File: src/shared/lsd_pkg.sv
/*
  Package of the segment display driver: register offsets, field positions,
  reset values, mode encodings, drive level codes and the run states.
  Assumes a 32-bit classic Wishbone bus with byte addresses.
*/
package lsd_pkg;

    // Register byte offsets.
    localparam logic [7:0] LSD_OFF_CTRL0 = 8'h00;
    localparam logic [7:0] LSD_OFF_CTRL1 = 8'h04;
    localparam logic [7:0] LSD_OFF_SEGEN_LO = 8'h08;
    localparam logic [7:0] LSD_OFF_SEGEN_HI = 8'h0C;
    localparam logic [7:0] LSD_OFF_STATUS = 8'h10;
    localparam logic [7:0] LSD_OFF_RAM0 = 8'h20;
    localparam int LSD_RAM_WORDS = 5;

    // Internal register selector codes returned by the address decoder.
    localparam logic [3:0] LSD_SEL_CTRL0 = 4'h0;
    localparam logic [3:0] LSD_SEL_CTRL1 = 4'h1;
    localparam logic [3:0] LSD_SEL_SEGEN_LO = 4'h2;
    localparam logic [3:0] LSD_SEL_SEGEN_HI = 4'h3;
    localparam logic [3:0] LSD_SEL_STATUS = 4'h4;
    localparam logic [3:0] LSD_SEL_RAM0 = 4'h8;
    localparam logic [3:0] LSD_SEL_NONE = 4'hF;

    // Field positions in display_control_0.
    localparam int LSD_DUTY_LSB = 0;
    localparam int LSD_BIAS_BIT = 2;
    localparam int LSD_PRESC_LSB = 4;
    localparam int LSD_DISPON_BIT = 7;
    // Field position in display_control_1.
    localparam int LSD_HALTWAIT_BIT = 0;
    // Field positions in the status register.
    localparam int LSD_ST_PHASE_LSB = 0;
    localparam int LSD_ST_INV_BIT = 2;
    localparam int LSD_ST_RUN_LSB = 4;
    localparam int LSD_ST_NCOM_LSB = 8;

    // Duty (multiplex ratio) encodings.
    localparam logic [1:0] LSD_DUTY_1_4 = 2'h0;
    localparam logic [1:0] LSD_DUTY_1_1 = 2'h1;
    localparam logic [1:0] LSD_DUTY_1_2 = 2'h2;
    localparam logic [1:0] LSD_DUTY_1_3 = 2'h3;

    // Prescaler dividers, indexed by clock_prescale_sel.
    localparam logic [9:0] LSD_DIV_SEL0 = 10'h040;
    localparam logic [9:0] LSD_DIV_SEL1 = 10'h080;
    localparam logic [9:0] LSD_DIV_SEL2 = 10'h100;
    localparam logic [9:0] LSD_DIV_SEL3 = 10'h200;

    // Reset values.
    localparam logic [1:0] LSD_RST_DUTY = LSD_DUTY_1_4;
    localparam logic LSD_RST_BIAS = 1'b0;
    localparam logic [1:0] LSD_RST_PRESC = 2'h0;
    localparam logic LSD_RST_DISPON = 1'b0;
    localparam logic LSD_RST_HALTWAIT = 1'b0;
    localparam logic [39:0] LSD_RST_SEGEN = 40'h00_0000_0000;

    // Drive level codes: V0 is ground, V3 the full drive supply.
    localparam logic [1:0] LSD_LVL_V0 = 2'h0;
    localparam logic [1:0] LSD_LVL_V1 = 2'h1;
    localparam logic [1:0] LSD_LVL_V2 = 2'h2;
    localparam logic [1:0] LSD_LVL_V3 = 2'h3;

    typedef enum logic [1:0] {
        LSD_BIAS_1_1 = 2'b00,
        LSD_BIAS_1_2 = 2'b01,
        LSD_BIAS_1_3 = 2'b10
    } lsd_bias_t;

    typedef enum logic [1:0] {
        LSD_RUN_OFF = 2'b00,
        LSD_RUN_ACTIVE = 2'b01,
        LSD_RUN_HALT = 2'b10
    } lsd_run_t;

endpackage

File: src/lsd_segment_driver.sv
/*
  Segment display driver: 40 segment lines multiplexed against up to four
  common lines, with a 160-bit segment memory and control registers on a
  classic Wishbone slave.
  Assumes waitMode and stopMode come from logic on the same clock, and that
  slow_source_clock is a free-running pin clock far slower than clock; it is
  synchronised and edge-detected here.
  Each pin is presented as a drive level code plus an output enable; the
  analog level switches outside turn codes into voltages.
*/
// Added by the designer: the placing of the registers and register access over Wishbone.
// How it works
// Reset selects quarter duty, third bias.
// Reset clears enables and display_on; pins float.
// Prescale select divides slow clock 64..512.
// One display-clock period per active common.
// 160 memory bits; one turns segment on.
// Zero bit drives segment off waveform.
// Bus reads memory anytime while display runs.
// Display off: memory is plain storage.
// display_on access leaves memory untouched.
// Memory need not be cleared at reset.
// Enable without display_on gives no waveform.
// With display_on, enable starts waveform immediately.
// Duty code selects one to four commons.
// Bias follows duty; bias bit at half duty.
// Two, three or four drive levels by bias.
// Common waveforms fixed, independent of memory.
// Segment waveform from its bits per common.
// Unused commons stay high impedance.
// Halt bit clear: run through wait mode.
// Halt bit set: wait stops, enabled pins low.
// Wait shutdown keeps memory and registers.
// Stop mode halts, pulls low, retains state.
// Disabled segment line stays high impedance.
`timescale 1ns/100ps
`default_nettype none

module lsd_segment_driver
    import lsd_pkg::*;
(
    // Clock and reset.
    input wire logic clock,
    input wire logic nrst,
    // Wishbone slave.
    input wire logic cyc_i,
    input wire logic stb_i,
    input wire logic we_i,
    input wire logic [7:0] adr_i,
    input wire logic [3:0] sel_i,
    input wire logic [31:0] dat_i,
    output logic [31:0] dat_o,
    output logic ack_o,
    // Slow display clock pin and low-power requests.
    input wire logic slow_source_clock,
    input wire logic waitMode,
    input wire logic stopMode,
    // Segment line drivers: two level bits per line.
    output logic [79:0] segmentLinesLvl,
    output logic [39:0] segmentLinesOe,
    // Common line drivers: two level bits per line.
    output logic [7:0] commonLinesLvl,
    output logic [3:0] commonLinesOe
);
    import lsd_pkg::*;

    typedef struct packed {
        logic displayOn;
        logic [1:0] duty;
        logic biasSel;
        logic [1:0] prescale;
        logic haltInWait;
        logic [39:0] segEn;
        logic [159:0] ram;
        logic [2:0] slowSync;
        logic [9:0] preCnt;
        logic [1:0] phase;
        logic frameInv;
        lsd_run_t run;
        logic ack;
        logic [31:0] rdData;
        logic [79:0] segLvl;
        logic [39:0] segOe;
        logic [7:0] comLvl;
        logic [3:0] comOe;
    } lsd_state_t;

    // The segment memory is cleared as well, although software must not rely on it.
    localparam lsd_state_t LSD_STATE_RST = '{
        displayOn: LSD_RST_DISPON,
        duty: LSD_RST_DUTY,
        biasSel: LSD_RST_BIAS,
        prescale: LSD_RST_PRESC,
        haltInWait: LSD_RST_HALTWAIT,
        segEn: LSD_RST_SEGEN,
        ram: '0,
        slowSync: 3'h0,
        preCnt: 10'h000,
        phase: 2'h0,
        frameInv: 1'b0,
        run: LSD_RUN_OFF,
        ack: 1'b0,
        rdData: 32'h0000_0000,
        segLvl: 80'h0,
        segOe: 40'h00_0000_0000,
        comLvl: 8'h00,
        comOe: 4'h0
    };

    lsd_state_t s_q;
    lsd_state_t s_d;

    // Maps a bus address onto a register selector.
    function automatic logic [3:0] regSel(input logic [7:0] adr);
        logic [7:0] ramRel;
        ramRel = adr - LSD_OFF_RAM0;
        if (adr[1:0] != 2'h0) begin
            regSel = LSD_SEL_NONE;
        end else if (adr == LSD_OFF_CTRL0) begin
            regSel = LSD_SEL_CTRL0;
        end else if (adr == LSD_OFF_CTRL1) begin
            regSel = LSD_SEL_CTRL1;
        end else if (adr == LSD_OFF_SEGEN_LO) begin
            regSel = LSD_SEL_SEGEN_LO;
        end else if (adr == LSD_OFF_SEGEN_HI) begin
            regSel = LSD_SEL_SEGEN_HI;
        end else if (adr == LSD_OFF_STATUS) begin
            regSel = LSD_SEL_STATUS;
        end else if (adr >= LSD_OFF_RAM0 && ramRel[7:2] < 6'(LSD_RAM_WORDS)) begin
            regSel = LSD_SEL_RAM0 + {1'b0, ramRel[4:2]};
        end else begin
            regSel = LSD_SEL_NONE;
        end
    endfunction

    // Replaces only the byte lanes whose select is high.
    function automatic logic [31:0] mergeSel(input logic [31:0] old, input logic [31:0] wr,
                                             input logic [3:0] sel);
        mergeSel = old;
        for (int b = 0; b < 4; b++) begin
            if (sel[b]) begin
                mergeSel[b*8 +: 8] = wr[b*8 +: 8];
            end
        end
    endfunction

    // Number of commons in use for a duty code.
    // duty decode drives outputs
    function automatic logic [2:0] comCount(input logic [1:0] duty);
        case (duty)
            LSD_DUTY_1_1: comCount = 3'd1;
            LSD_DUTY_1_2: comCount = 3'd2;
            LSD_DUTY_1_3: comCount = 3'd3;
            default: comCount = 3'd4;
        endcase
    endfunction

    // Bias forced by the duty; the bias bit only matters at half duty.
    // bias choice drives outputs
    function automatic lsd_bias_t biasOf(input logic [1:0] duty, input logic biasSel);
        case (duty)
            LSD_DUTY_1_1: biasOf = LSD_BIAS_1_1;
            LSD_DUTY_1_2: biasOf = biasSel ? LSD_BIAS_1_3 : LSD_BIAS_1_2;
            default: biasOf = LSD_BIAS_1_3;
        endcase
    endfunction

    // Terminal count of the prescaler for a select code.
    function automatic logic [9:0] divTerm(input logic [1:0] sel);
        case (sel)
            2'h0: divTerm = LSD_DIV_SEL0 - 10'd1;
            2'h1: divTerm = LSD_DIV_SEL1 - 10'd1;
            2'h2: divTerm = LSD_DIV_SEL2 - 10'd1;
            default: divTerm = LSD_DIV_SEL3 - 10'd1;
        endcase
    endfunction

    // Common level: full swing when selected, bias level otherwise.
    function automatic logic [1:0] comLevel(input logic active, input logic inv,
                                            input lsd_bias_t bias);
        if (active) begin
            comLevel = inv ? LSD_LVL_V0 : LSD_LVL_V3;
        end else if (bias == LSD_BIAS_1_3) begin
            comLevel = inv ? LSD_LVL_V2 : LSD_LVL_V1;
        end else if (bias == LSD_BIAS_1_2) begin
            comLevel = LSD_LVL_V1;
        end else begin
            comLevel = inv ? LSD_LVL_V0 : LSD_LVL_V3;
        end
    endfunction

    // Segment level: opposite of the selected common when on.
    function automatic logic [1:0] segLevel(input logic on, input logic inv,
                                            input lsd_bias_t bias);
        if (on) begin
            segLevel = inv ? LSD_LVL_V3 : LSD_LVL_V0;
        end else if (bias == LSD_BIAS_1_3) begin
            segLevel = inv ? LSD_LVL_V1 : LSD_LVL_V2;
        end else begin
            segLevel = inv ? LSD_LVL_V0 : LSD_LVL_V3;
        end
    endfunction

    logic [3:0] accSel;
    logic access;
    logic slowEdge;
    logic haltReq;
    logic dispTick;
    logic [2:0] nCom;
    lsd_bias_t bias;
    logic segEnabled;
    logic segBit;
    logic [7:0] phaseBase;

    always_comb begin
        s_d = s_q;
        accSel = regSel(adr_i);
        access = cyc_i & stb_i & ~s_q.ack;
        nCom = comCount(s_q.duty);
        bias = biasOf(s_q.duty, s_q.biasSel);
        segEnabled = 1'b0;
        segBit = 1'b0;
        phaseBase = 8'h00;

        // Bus slave: one wait state, ack drops the cycle after it was given.
        s_d.ack = access;
        s_d.rdData = 32'h0000_0000;
        if (access && !we_i) begin
            case (accSel)
                LSD_SEL_CTRL0: begin
                    s_d.rdData[LSD_DUTY_LSB +: 2] = s_q.duty;
                    s_d.rdData[LSD_BIAS_BIT] = s_q.biasSel;
                    s_d.rdData[LSD_PRESC_LSB +: 2] = s_q.prescale;
                    s_d.rdData[LSD_DISPON_BIT] = s_q.displayOn;
                end
                LSD_SEL_CTRL1: s_d.rdData[LSD_HALTWAIT_BIT] = s_q.haltInWait;
                LSD_SEL_SEGEN_LO: s_d.rdData = s_q.segEn[31:0];
                LSD_SEL_SEGEN_HI: s_d.rdData[7:0] = s_q.segEn[39:32];
                LSD_SEL_STATUS: begin
                    s_d.rdData[LSD_ST_PHASE_LSB +: 2] = s_q.phase;
                    s_d.rdData[LSD_ST_INV_BIT] = s_q.frameInv;
                    s_d.rdData[LSD_ST_RUN_LSB +: 2] = s_q.run;
                    s_d.rdData[LSD_ST_NCOM_LSB +: 3] = nCom;
                end
                LSD_SEL_NONE: s_d.rdData = 32'h0000_0000;
                default: begin
                    // readback any time
                    s_d.rdData = s_q.ram[(accSel - LSD_SEL_RAM0) * 32 +: 32];
                end
            endcase
        end
        if (access && we_i) begin
            case (accSel)
                LSD_SEL_CTRL0: begin
                    if (sel_i[0]) begin
                        // control only, memory untouched
                        s_d.duty = dat_i[LSD_DUTY_LSB +: 2];
                        s_d.biasSel = dat_i[LSD_BIAS_BIT];
                        s_d.prescale = dat_i[LSD_PRESC_LSB +: 2];
                        s_d.displayOn = dat_i[LSD_DISPON_BIT];
                    end
                end
                LSD_SEL_CTRL1: begin
                    if (sel_i[0]) begin
                        s_d.haltInWait = dat_i[LSD_HALTWAIT_BIT];
                    end
                end
                LSD_SEL_SEGEN_LO: s_d.segEn[31:0] = mergeSel(s_q.segEn[31:0], dat_i, sel_i);
                LSD_SEL_SEGEN_HI: begin
                    if (sel_i[0]) begin
                        s_d.segEn[39:32] = dat_i[7:0];
                    end
                end
                LSD_SEL_STATUS: s_d.segEn = s_q.segEn;
                LSD_SEL_NONE: s_d.segEn = s_q.segEn;
                default: begin
                    // plain storage writes
                    s_d.ram[(accSel - LSD_SEL_RAM0) * 32 +: 32] =
                        mergeSel(s_q.ram[(accSel - LSD_SEL_RAM0) * 32 +: 32], dat_i, sel_i);
                end
            endcase
        end

        // Slow clock synchroniser and rising edge detector.
        s_d.slowSync = {s_q.slowSync[1:0], slow_source_clock};
        slowEdge = s_q.slowSync[1] & ~s_q.slowSync[2];

        // halt in wait
        // stop halts
        // wait alone does not halt
        haltReq = (waitMode & s_q.haltInWait) | stopMode;

        case (s_q.run)
            LSD_RUN_OFF: begin
                if (s_q.displayOn) begin
                    s_d.run = haltReq ? LSD_RUN_HALT : LSD_RUN_ACTIVE;
                end
            end
            LSD_RUN_ACTIVE: begin
                if (!s_q.displayOn) begin
                    s_d.run = LSD_RUN_OFF;
                end else if (haltReq) begin
                    s_d.run = LSD_RUN_HALT;
                end
            end
            LSD_RUN_HALT: begin
                // resume with retained state
                if (!haltReq) begin
                    s_d.run = s_q.displayOn ? LSD_RUN_ACTIVE : LSD_RUN_OFF;
                end
            end
            default: s_d.run = LSD_RUN_OFF;
        endcase

        // prescaler
        dispTick = 1'b0;
        if (s_q.run == LSD_RUN_OFF) begin
            s_d.preCnt = 10'h000;
            s_d.phase = 2'h0;
            s_d.frameInv = 1'b0;
        end else if (s_q.run == LSD_RUN_ACTIVE && slowEdge) begin
            if (s_q.preCnt >= divTerm(s_q.prescale)) begin
                s_d.preCnt = 10'h000;
                dispTick = 1'b1;
            end else begin
                s_d.preCnt = s_q.preCnt + 10'd1;
            end
        end
        // one period per common
        if (dispTick) begin
            if ({1'b0, s_q.phase} >= nCom - 3'd1) begin
                s_d.phase = 2'h0;
                s_d.frameInv = ~s_q.frameInv;
            end else begin
                s_d.phase = s_q.phase + 2'd1;
            end
        end

        // commons fixed by mode
        for (int c = 0; c < 4; c++) begin
            if (s_q.run == LSD_RUN_OFF || 3'(c) >= nCom) begin
                // unused commons float
                s_d.comOe[c] = 1'b0;
                s_d.comLvl[c*2 +: 2] = LSD_LVL_V0;
            end else if (s_q.run == LSD_RUN_HALT) begin
                s_d.comOe[c] = 1'b1;
                s_d.comLvl[c*2 +: 2] = LSD_LVL_V0;
            end else begin
                // levels per bias
                s_d.comOe[c] = 1'b1;
                s_d.comLvl[c*2 +: 2] = comLevel(s_q.phase == 2'(c), s_q.frameInv, bias);
            end
        end

        for (int i = 0; i < 40; i++) begin
            // gated by display_on
            // enable acts at once
            segEnabled = s_q.displayOn & s_q.segEn[i];
            phaseBase = 8'(i * 4);
            // bit for current common
            segBit = s_q.ram[phaseBase + {6'h00, s_q.phase}];
            if (!segEnabled) begin
                // disabled line floats
                s_d.segOe[i] = 1'b0;
                s_d.segLvl[i*2 +: 2] = LSD_LVL_V0;
            end else if (s_q.run != LSD_RUN_ACTIVE) begin
                // enabled pins pulled low
                s_d.segOe[i] = 1'b1;
                s_d.segLvl[i*2 +: 2] = LSD_LVL_V0;
            end else begin
                // on waveform
                // off waveform
                s_d.segOe[i] = 1'b1;
                s_d.segLvl[i*2 +: 2] = segLevel(segBit, s_q.frameInv, bias);
            end
        end
    end

    // default mode at reset
    // enables cleared, pins float
    // memory content not relied on
    always_ff @(posedge clock or negedge nrst) begin
        if (!nrst) begin
            s_q <= LSD_STATE_RST;
        end else begin
            s_q <= s_d;
        end
    end

    assign dat_o = s_q.rdData;
    assign ack_o = s_q.ack;
    assign segmentLinesLvl = s_q.segLvl;
    assign segmentLinesOe = s_q.segOe;
    assign commonLinesLvl = s_q.comLvl;
    assign commonLinesOe = s_q.comOe;

endmodule

`default_nettype wire
File: config.mk
export PLATFORM = sky130hd
export DESIGN_NAME = lsd_segment_driver
export DESIGN_NICKNAME = d
export VERILOG_FILES = /design/src/shared/lsd_pkg.sv /design/src/lsd_segment_driver.sv
export SDC_FILE = /design/constraint.sdc
export NUM_CORES = 1
export LEC_CHECK = 0
export BUFFER_PORTS_ARGS = -buffer_cell sky130_fd_sc_hd__buf_2
export CAP_MARGIN = 20
export CORE_MARGIN = 4
export CORE_UTILIZATION = 50
export CTS_CLUSTER_SIZE = 28
export DETAILED_ROUTE_END_ITERATION = 10
export PLACE_DENSITY = 0.7
export SYNTH_ARGS = -nofsm -noshare
export SYNTH_HDL_FRONTEND = slang
export SYNTH_SLANG_ARGS = --single-unit
File: constraint.sdc
create_clock -name clock -period 3.6 [get_ports clock]
set_input_delay 0.9 -clock clock [delete_from_list [all_inputs] [get_ports clock]]
set_output_delay 0.9 -clock clock [all_outputs]
set_load 0.01 [all_outputs]
== Yosys cells after proc, flatten, opt, wreduce, memory -nomap -nowiden ==
Cells that the tools add are included.

* Input port bits: 52
* Logic and storage cells: 540
* Output and inout port bits: 165
* Register bits after elaboration: 390

* Mux-type cells: 315
* Shift-type cells: 3
* Add/sub/neg operators: 46
* Order comparisons: 48
* Equality and inequality tests: 25
* Bitwise operators: 49
* Reductions and logical operators: 32

{| class="wikitable"
|+ Operators with widths
! cell !! number
|-
| $bmux W1 S8 || 39
|-
| $mux W2 || 146
|-
| $lt A8 B9 Y1 const B || 24
|-
| $bwmux W160 || 1
|-
| $shift A32 B34 Y160 const A || 1
|-
| $shiftx A160 B33 Y32 || 1
|-
| $shiftx A32 B34 Y160 || 1
|-
| $add A7 B2 Y8 const A || 16
|-
| $mux W8 || 12
|-
| $mux W1 || 89
|-
| $lt A7 B9 Y1 const B || 8
|-
| $add A8 B2 Y8 const A || 8
|-
| $add A6 B2 Y7 const A || 8
|-
| $mux W10 || 5
|-
| $and A1 B1 Y1 || 44
|-
| $pmux W21 S2 || 1
|-
| $lt A6 B9 Y1 const B || 4
|-
| $neg A32 Y34 || 1
|-
| $mux W32 || 1
|-
| $mux W4 || 7
|-
| $pmux W9 S3 || 1
|-
| $add A5 B2 Y6 const A || 4
|-
| $reduce_and A3 Y1 || 8
|-
| $pmux W2 S5 || 2
|-
| other kinds (52) || 86
|}

== Longest topological paths before layout ==
* Depth after elaboration: 17
* Mapped depth: 19
* Gate-level depth less buffers: 15

== Least setup slack after synthesis ==
OpenSTA, ideal clock, no wires.

* Path kind: in2reg
* Start: input port adr_i[4]
* End: register s_q[205] in the netlist's numbering
* Required time: 3456 ps
* Stages on the path: 18
* Setup time: 144 ps
* Setup slack: -1153 ps
* Arrival time: 4610 ps
* Buffers on the path: 6
* Path through: buf_2 > a2111oi_0 > buf_2 > buf_4 > buf_6 > nand2_4 > inv_1 > ha_1 > clkbuf_1 > nand2_1 > ha_1 > nor4b_1 > nand4b_1 > a2111oi_2 > nand4_1 > clkbuf_1 > nand2_1 > o21ai_0

* Cells in the longest elaborated chain, start to end: 17
* Elaborated cells between the ends (all ways): 44

{| class="wikitable"
|+ RTL lines
! element !! RTL line !! text
|-
| start, declared || lsd_segment_driver.sv:49 || <nowiki>input wire logic [7:0] adr_i,</nowiki>
|-
| $sub A8 B6 Y8 || lsd_segment_driver.sv:116 || <nowiki>ramRel = adr - LSD_OFF_RAM0;</nowiki>
|-
| $lt A6 B3 Y1 || lsd_segment_driver.sv:129 || <nowiki>end else if (adr >= LSD_OFF_RAM0 && ramRel[7:2] < 6'(LSD_RAM_WORDS)) begin</nowiki>
|-
| $logic_and A1 B1 Y1 || lsd_segment_driver.sv:129 ||
|-
| $mux W4 || lsd_segment_driver.sv:129 ||
|-
| $mux W4 || lsd_segment_driver.sv:127 || <nowiki>end else if (adr == LSD_OFF_STATUS) begin</nowiki>
|-
| $mux W4 || lsd_segment_driver.sv:125 || <nowiki>end else if (adr == LSD_OFF_SEGEN_HI) begin</nowiki>
|-
| $mux W4 || lsd_segment_driver.sv:123 || <nowiki>end else if (adr == LSD_OFF_SEGEN_LO) begin</nowiki>
|-
| $mux W4 || lsd_segment_driver.sv:121 || <nowiki>end else if (adr == LSD_OFF_CTRL1) begin</nowiki>
|-
| $mux W4 (*) || lsd_segment_driver.sv:119 || <nowiki>end else if (adr == LSD_OFF_CTRL0) begin</nowiki>
|-
| $mux W4 (*) || lsd_segment_driver.sv:117 || <nowiki>if (adr[1:0] != 2'h0) begin</nowiki>
|-
| $sub A4 B4 Y5 || lsd_segment_driver.sv:278, lsd_segment_driver.sv:279 ||
|-
| $shiftx A160 B33 Y32 || lsd_segment_driver.sv:279 || <nowiki>mergeSel(s_q.ram[(accSel - LSD_SEL_RAM0) * 32 +: 32], dat_i, sel_i);</nowiki>
|-
| $mux W8 || lsd_segment_driver.sv:141 || <nowiki>if (sel[b]) begin</nowiki>
|-
| $mux W8 || lsd_segment_driver.sv:253 || <nowiki>case (accSel)</nowiki>
|-
| $mux W8 || lsd_segment_driver.sv:252 || <nowiki>if (access && we_i) begin</nowiki>
|-
| $shiftx A32 B34 Y160 || lsd_segment_driver.sv:278 || <nowiki>s_d.ram[(accSel - LSD_SEL_RAM0) * 32 +: 32] =</nowiki>
|-
| $bwmux W160 || lsd_segment_driver.sv:278 ||
|-
| end signal, assigned || lsd_segment_driver.sv:384 || <nowiki>s_q <= LSD_STATE_RST;</nowiki>
|-
| end signal, assigned || lsd_segment_driver.sv:386 || <nowiki>s_q <= s_d;</nowiki>
|-
| end, declared || lsd_segment_driver.sv:110 || <nowiki>lsd_state_t s_q;</nowiki>
|}

Mark *: on every way between the ends. The rest lies on a longest branch, timed or not. The select of a mux whose other input is x is not followed.
A chain may end at the register's enable or synchronous reset.

== Worst setup path after layout ==
* Start: input port adr_i[3]
* End: register s_q[217] in the netlist's numbering

Same word-level chain as after synthesis.

==> metrics.txt <==
DR DRC count=0; clk root buf=clkbuf_16; initial drt markers=1586; CTS tree=yes; Top Layer Used=met5; GP Congestion=around 0.94; number of CTS-inserted buffers=between 40 and 50; HP Class=input port to async pin; gr ovfl total=0; power per cell area=a little over 400 nW/um^2; Crit Path Max Fanout=8; Lkg Pwr=roughly 11 nW; top cell type's share of synthesized area=0.4941; antenna violations before repair=2; layout cell share with drive strength beyond 1=0.2829; Synth Area in Simple Gates=0.1274; Worst EP required=around 4 ns; Comb pwr share=0.044; clk slew on worst S/H paths=roughly 0.06 ns; Tmin final=around 3.3 ns; Final Hold Viols=0; Final nets=2114; commonest cells in the synthesized netlist=dfrtp_1 (390), nand2_1 (261), o21ai_0 (210); Mapped Nets=between 1500 and 2000; largest family of logic cells by synthesized area=compound AO/OA/AOI/OAI gates; Clock power frac=0.485; register bit total from synthesis=390; Finish-stage setup viols=0; Die Height=206.7 um; slew at the pin closest to its max-slew limit=around 1.0 ns; die width=roughly 210 um; Worst-Skew Late Latency=around 0.56 ns; Post-Route WL=between 50000 and 60000 um; Post-synth top flop=dfrtp_1; number of flops mapped to enable cells by yosys=0; Synth Instances=1897; Top Ports=around 220; PnR worst setup slack=approximately 0.26 ns; total die area=between 40000 and 50000 um^2; Synth Warn #=0; status=completed; Int Pwr=between 7 and 8 mW; switching pwr=about 2 mW; post-synthesis sequential area ratio=0.4941; # hold bufs at CTS=0; Overall Global Routing Usage=0.2791; leading area contributor after synthesis=dfrtp_1; buffers added on ports=roughly 220; number of global-route vias before repair=about 15000; sequential share of power=0.471; clk_skew=about 0.03 ns; worst hold slack=approximately 0.28 ns; DRT Pass-1 Iters=8; Async SR Flop Fraction=1.000; Area Growth Syn to Fin=15.40%; reg-to-reg startpoint=s_q[170]; Post-Synth Adder-Cell Area=0.01647; wire per inst=around 23 um; Bufs on Longest Clock Path=3; post-synthesis compound-gate area fraction=0.1382; fmax=about 0.3 GHz; htree depth=2; Net Sw Frac=0.2175; Cell Area, Placed=21320 um^2; routed vias=roughly 15000; # Post-CTS Setup Buffers=0; CTS Sinks=about 400; Pins Over Slew Limit=0; largest cells by area after synthesis=dfrtp_1 (49%), buf_4 (6.4%), mux4_2 (5.4%), o21ai_0 (5.3%), nand2_1 (5.0%); Worst slew margin=0.3313; Critical Path Sink Type=flip-flop; Final Util=0.5870; final worst path period share=0.9287; synthesized area per cell=approximately 10 um^2; Post-DP HPWL=43820 um; Synth cell types=a little over 80; Netlist Area Pre-Place=19750 um^2; Initial Util=0.5087; core area=slightly below 40000 um^2; peak supply drop=0.2936 mV; max-cap violations=0; first-pass GRT wire length=approximately 91000 um; Via density=around 6; dpl ws=-0.4259 ns; Final ANT Viol Nets=0; Routed met2 length=28230 um; xor-xnor portion of the synthesized cell area=0.01989; beginning of the critical path=adr_i[3]; Critical Path AT=around 3.8 ns; top-count cell post-synth=dfrtp_1; WL met1=between 20000 and 25000 um; category of the critical setup timing path=input port to flip-flop; pin count of the biggest net entering global routing=93; post-synthesis mux area share=0.1123; setup TNS=0 ns; WL met3=~5500 um; Final Cell Area=between 20000 and 25000 um^2; Core Rows=72; Worst setup SP type=input port
[what timing repair did]
item                                    4_1_cts  5_1_grt
hold endpoints to repair                      0        0
resized for setup                             0        6
endpoints found under the setup margin        0       96
[metrics by stage]
| step | power, mW | instances |
|---|---|---|
| 2_1_floorplan | 4.628 | 1897 |
| 3_3_place_gp | 4.875 | 2511 |
| 3_5_place_dp | 4.882 | 2511 |
| 4_1_cts | 9.368 | 2582 |
| 5_1_grt | 9.592 | 2582 |
| 6_report | 9.331 | 2583 |
[sequential cells by signal (all words and copies together) (netlist names)]
register	count
ack_o	1
dat_o	32
commonLinesLvl	8
s_q	223
s_d	2
commonLinesOe	4
segmentLinesLvl	80
segmentLinesOe	40
[critical path, stage by stage]
cell and delay, ns:
buf_2 0.11, buf_4 0.15, a2111o_1 0.46, nor2_4 0.14
buf_4 0.15, inv_2 0.04, ha_1 0.19, or2_2 0.29
a32o_1 0.23, a32oi_2 0.14, buf_4 0.19, o211ai_1 0.12
or3_1 0.51, o21ai_1 0.20
[power by group through the flow]
| stage | clock (mW) | sequential [mW] | combinational [mW] |
|---|---|---|---|
| floorplan | 0 | 4.48 | 0.153 |
| global placement | 0 | 4.48 | 0.398 |
| detailed placement | 0 | 4.48 | 0.404 |
| CTS | 4.56 | 4.40 | 0.406 |
| global route | 4.75 | 4.40 | 0.443 |
| finish | 4.53 | 4.40 | 0.407 |
[logic make-up after synthesis]
family,Yosys count
and+or+nand+nor,537
buffers and inverters,304
DFF,390
adders and majority gates,26
muxes,155
AOI/OAI and AO/OA,441
xor gates and xnor gates,44
[layer usage]
metal | vias to the layer above | track usage
li1 | 6799 | -
met1 | 7826 | 0.3918
met2 | 742 | 0.4470
met3 | 125 | 0.05374
met4 | 2 | 0.08239
met5 | - | 0
[cell usage in the layout, fill, tap and decap left out, drive strengths merged, types with 17 or more instances in the layout]
cell type / count
or3: 46
o22ai: 26
nor2: 83
mux2: 49
ha: 26
nand2: 263
dfrtp: 390
mux2i: 58
and2: 63
xor2: 41
a221oi: 17
inv: 31
o21ai: 236
a21oi: 65
nor3: 18
mux4: 48
nand3: 25
clkbuf: 58
buf: 370
[cell type report]
class	instances	area, um^2
flip-flops and latches	390	9766
multi-input cells	1203	8386
well taps	518	648.1
clock buffers	58	1252
fillers	3168	16040
repair buffers	370	2426
clock inverters	13	193.9
inverters	30	117.6
diodes	1	2.502
[worst paths after layout]
check / to / slack (ns) / depth (start not counted)
max: s_q[217] / 0.26 / 14
min: s_q[170] / 0.28 / 1
max reg2reg: s_q[179] / 1.03 / 7
min reg2reg: s_d[182] / 0.35 / 0
max in group asynchronous: segmentLinesOe[24] / 2.34 / 2
min in group clock: s_d[182] / 0.35 / 0
Power figures use the tool's default switching activity.
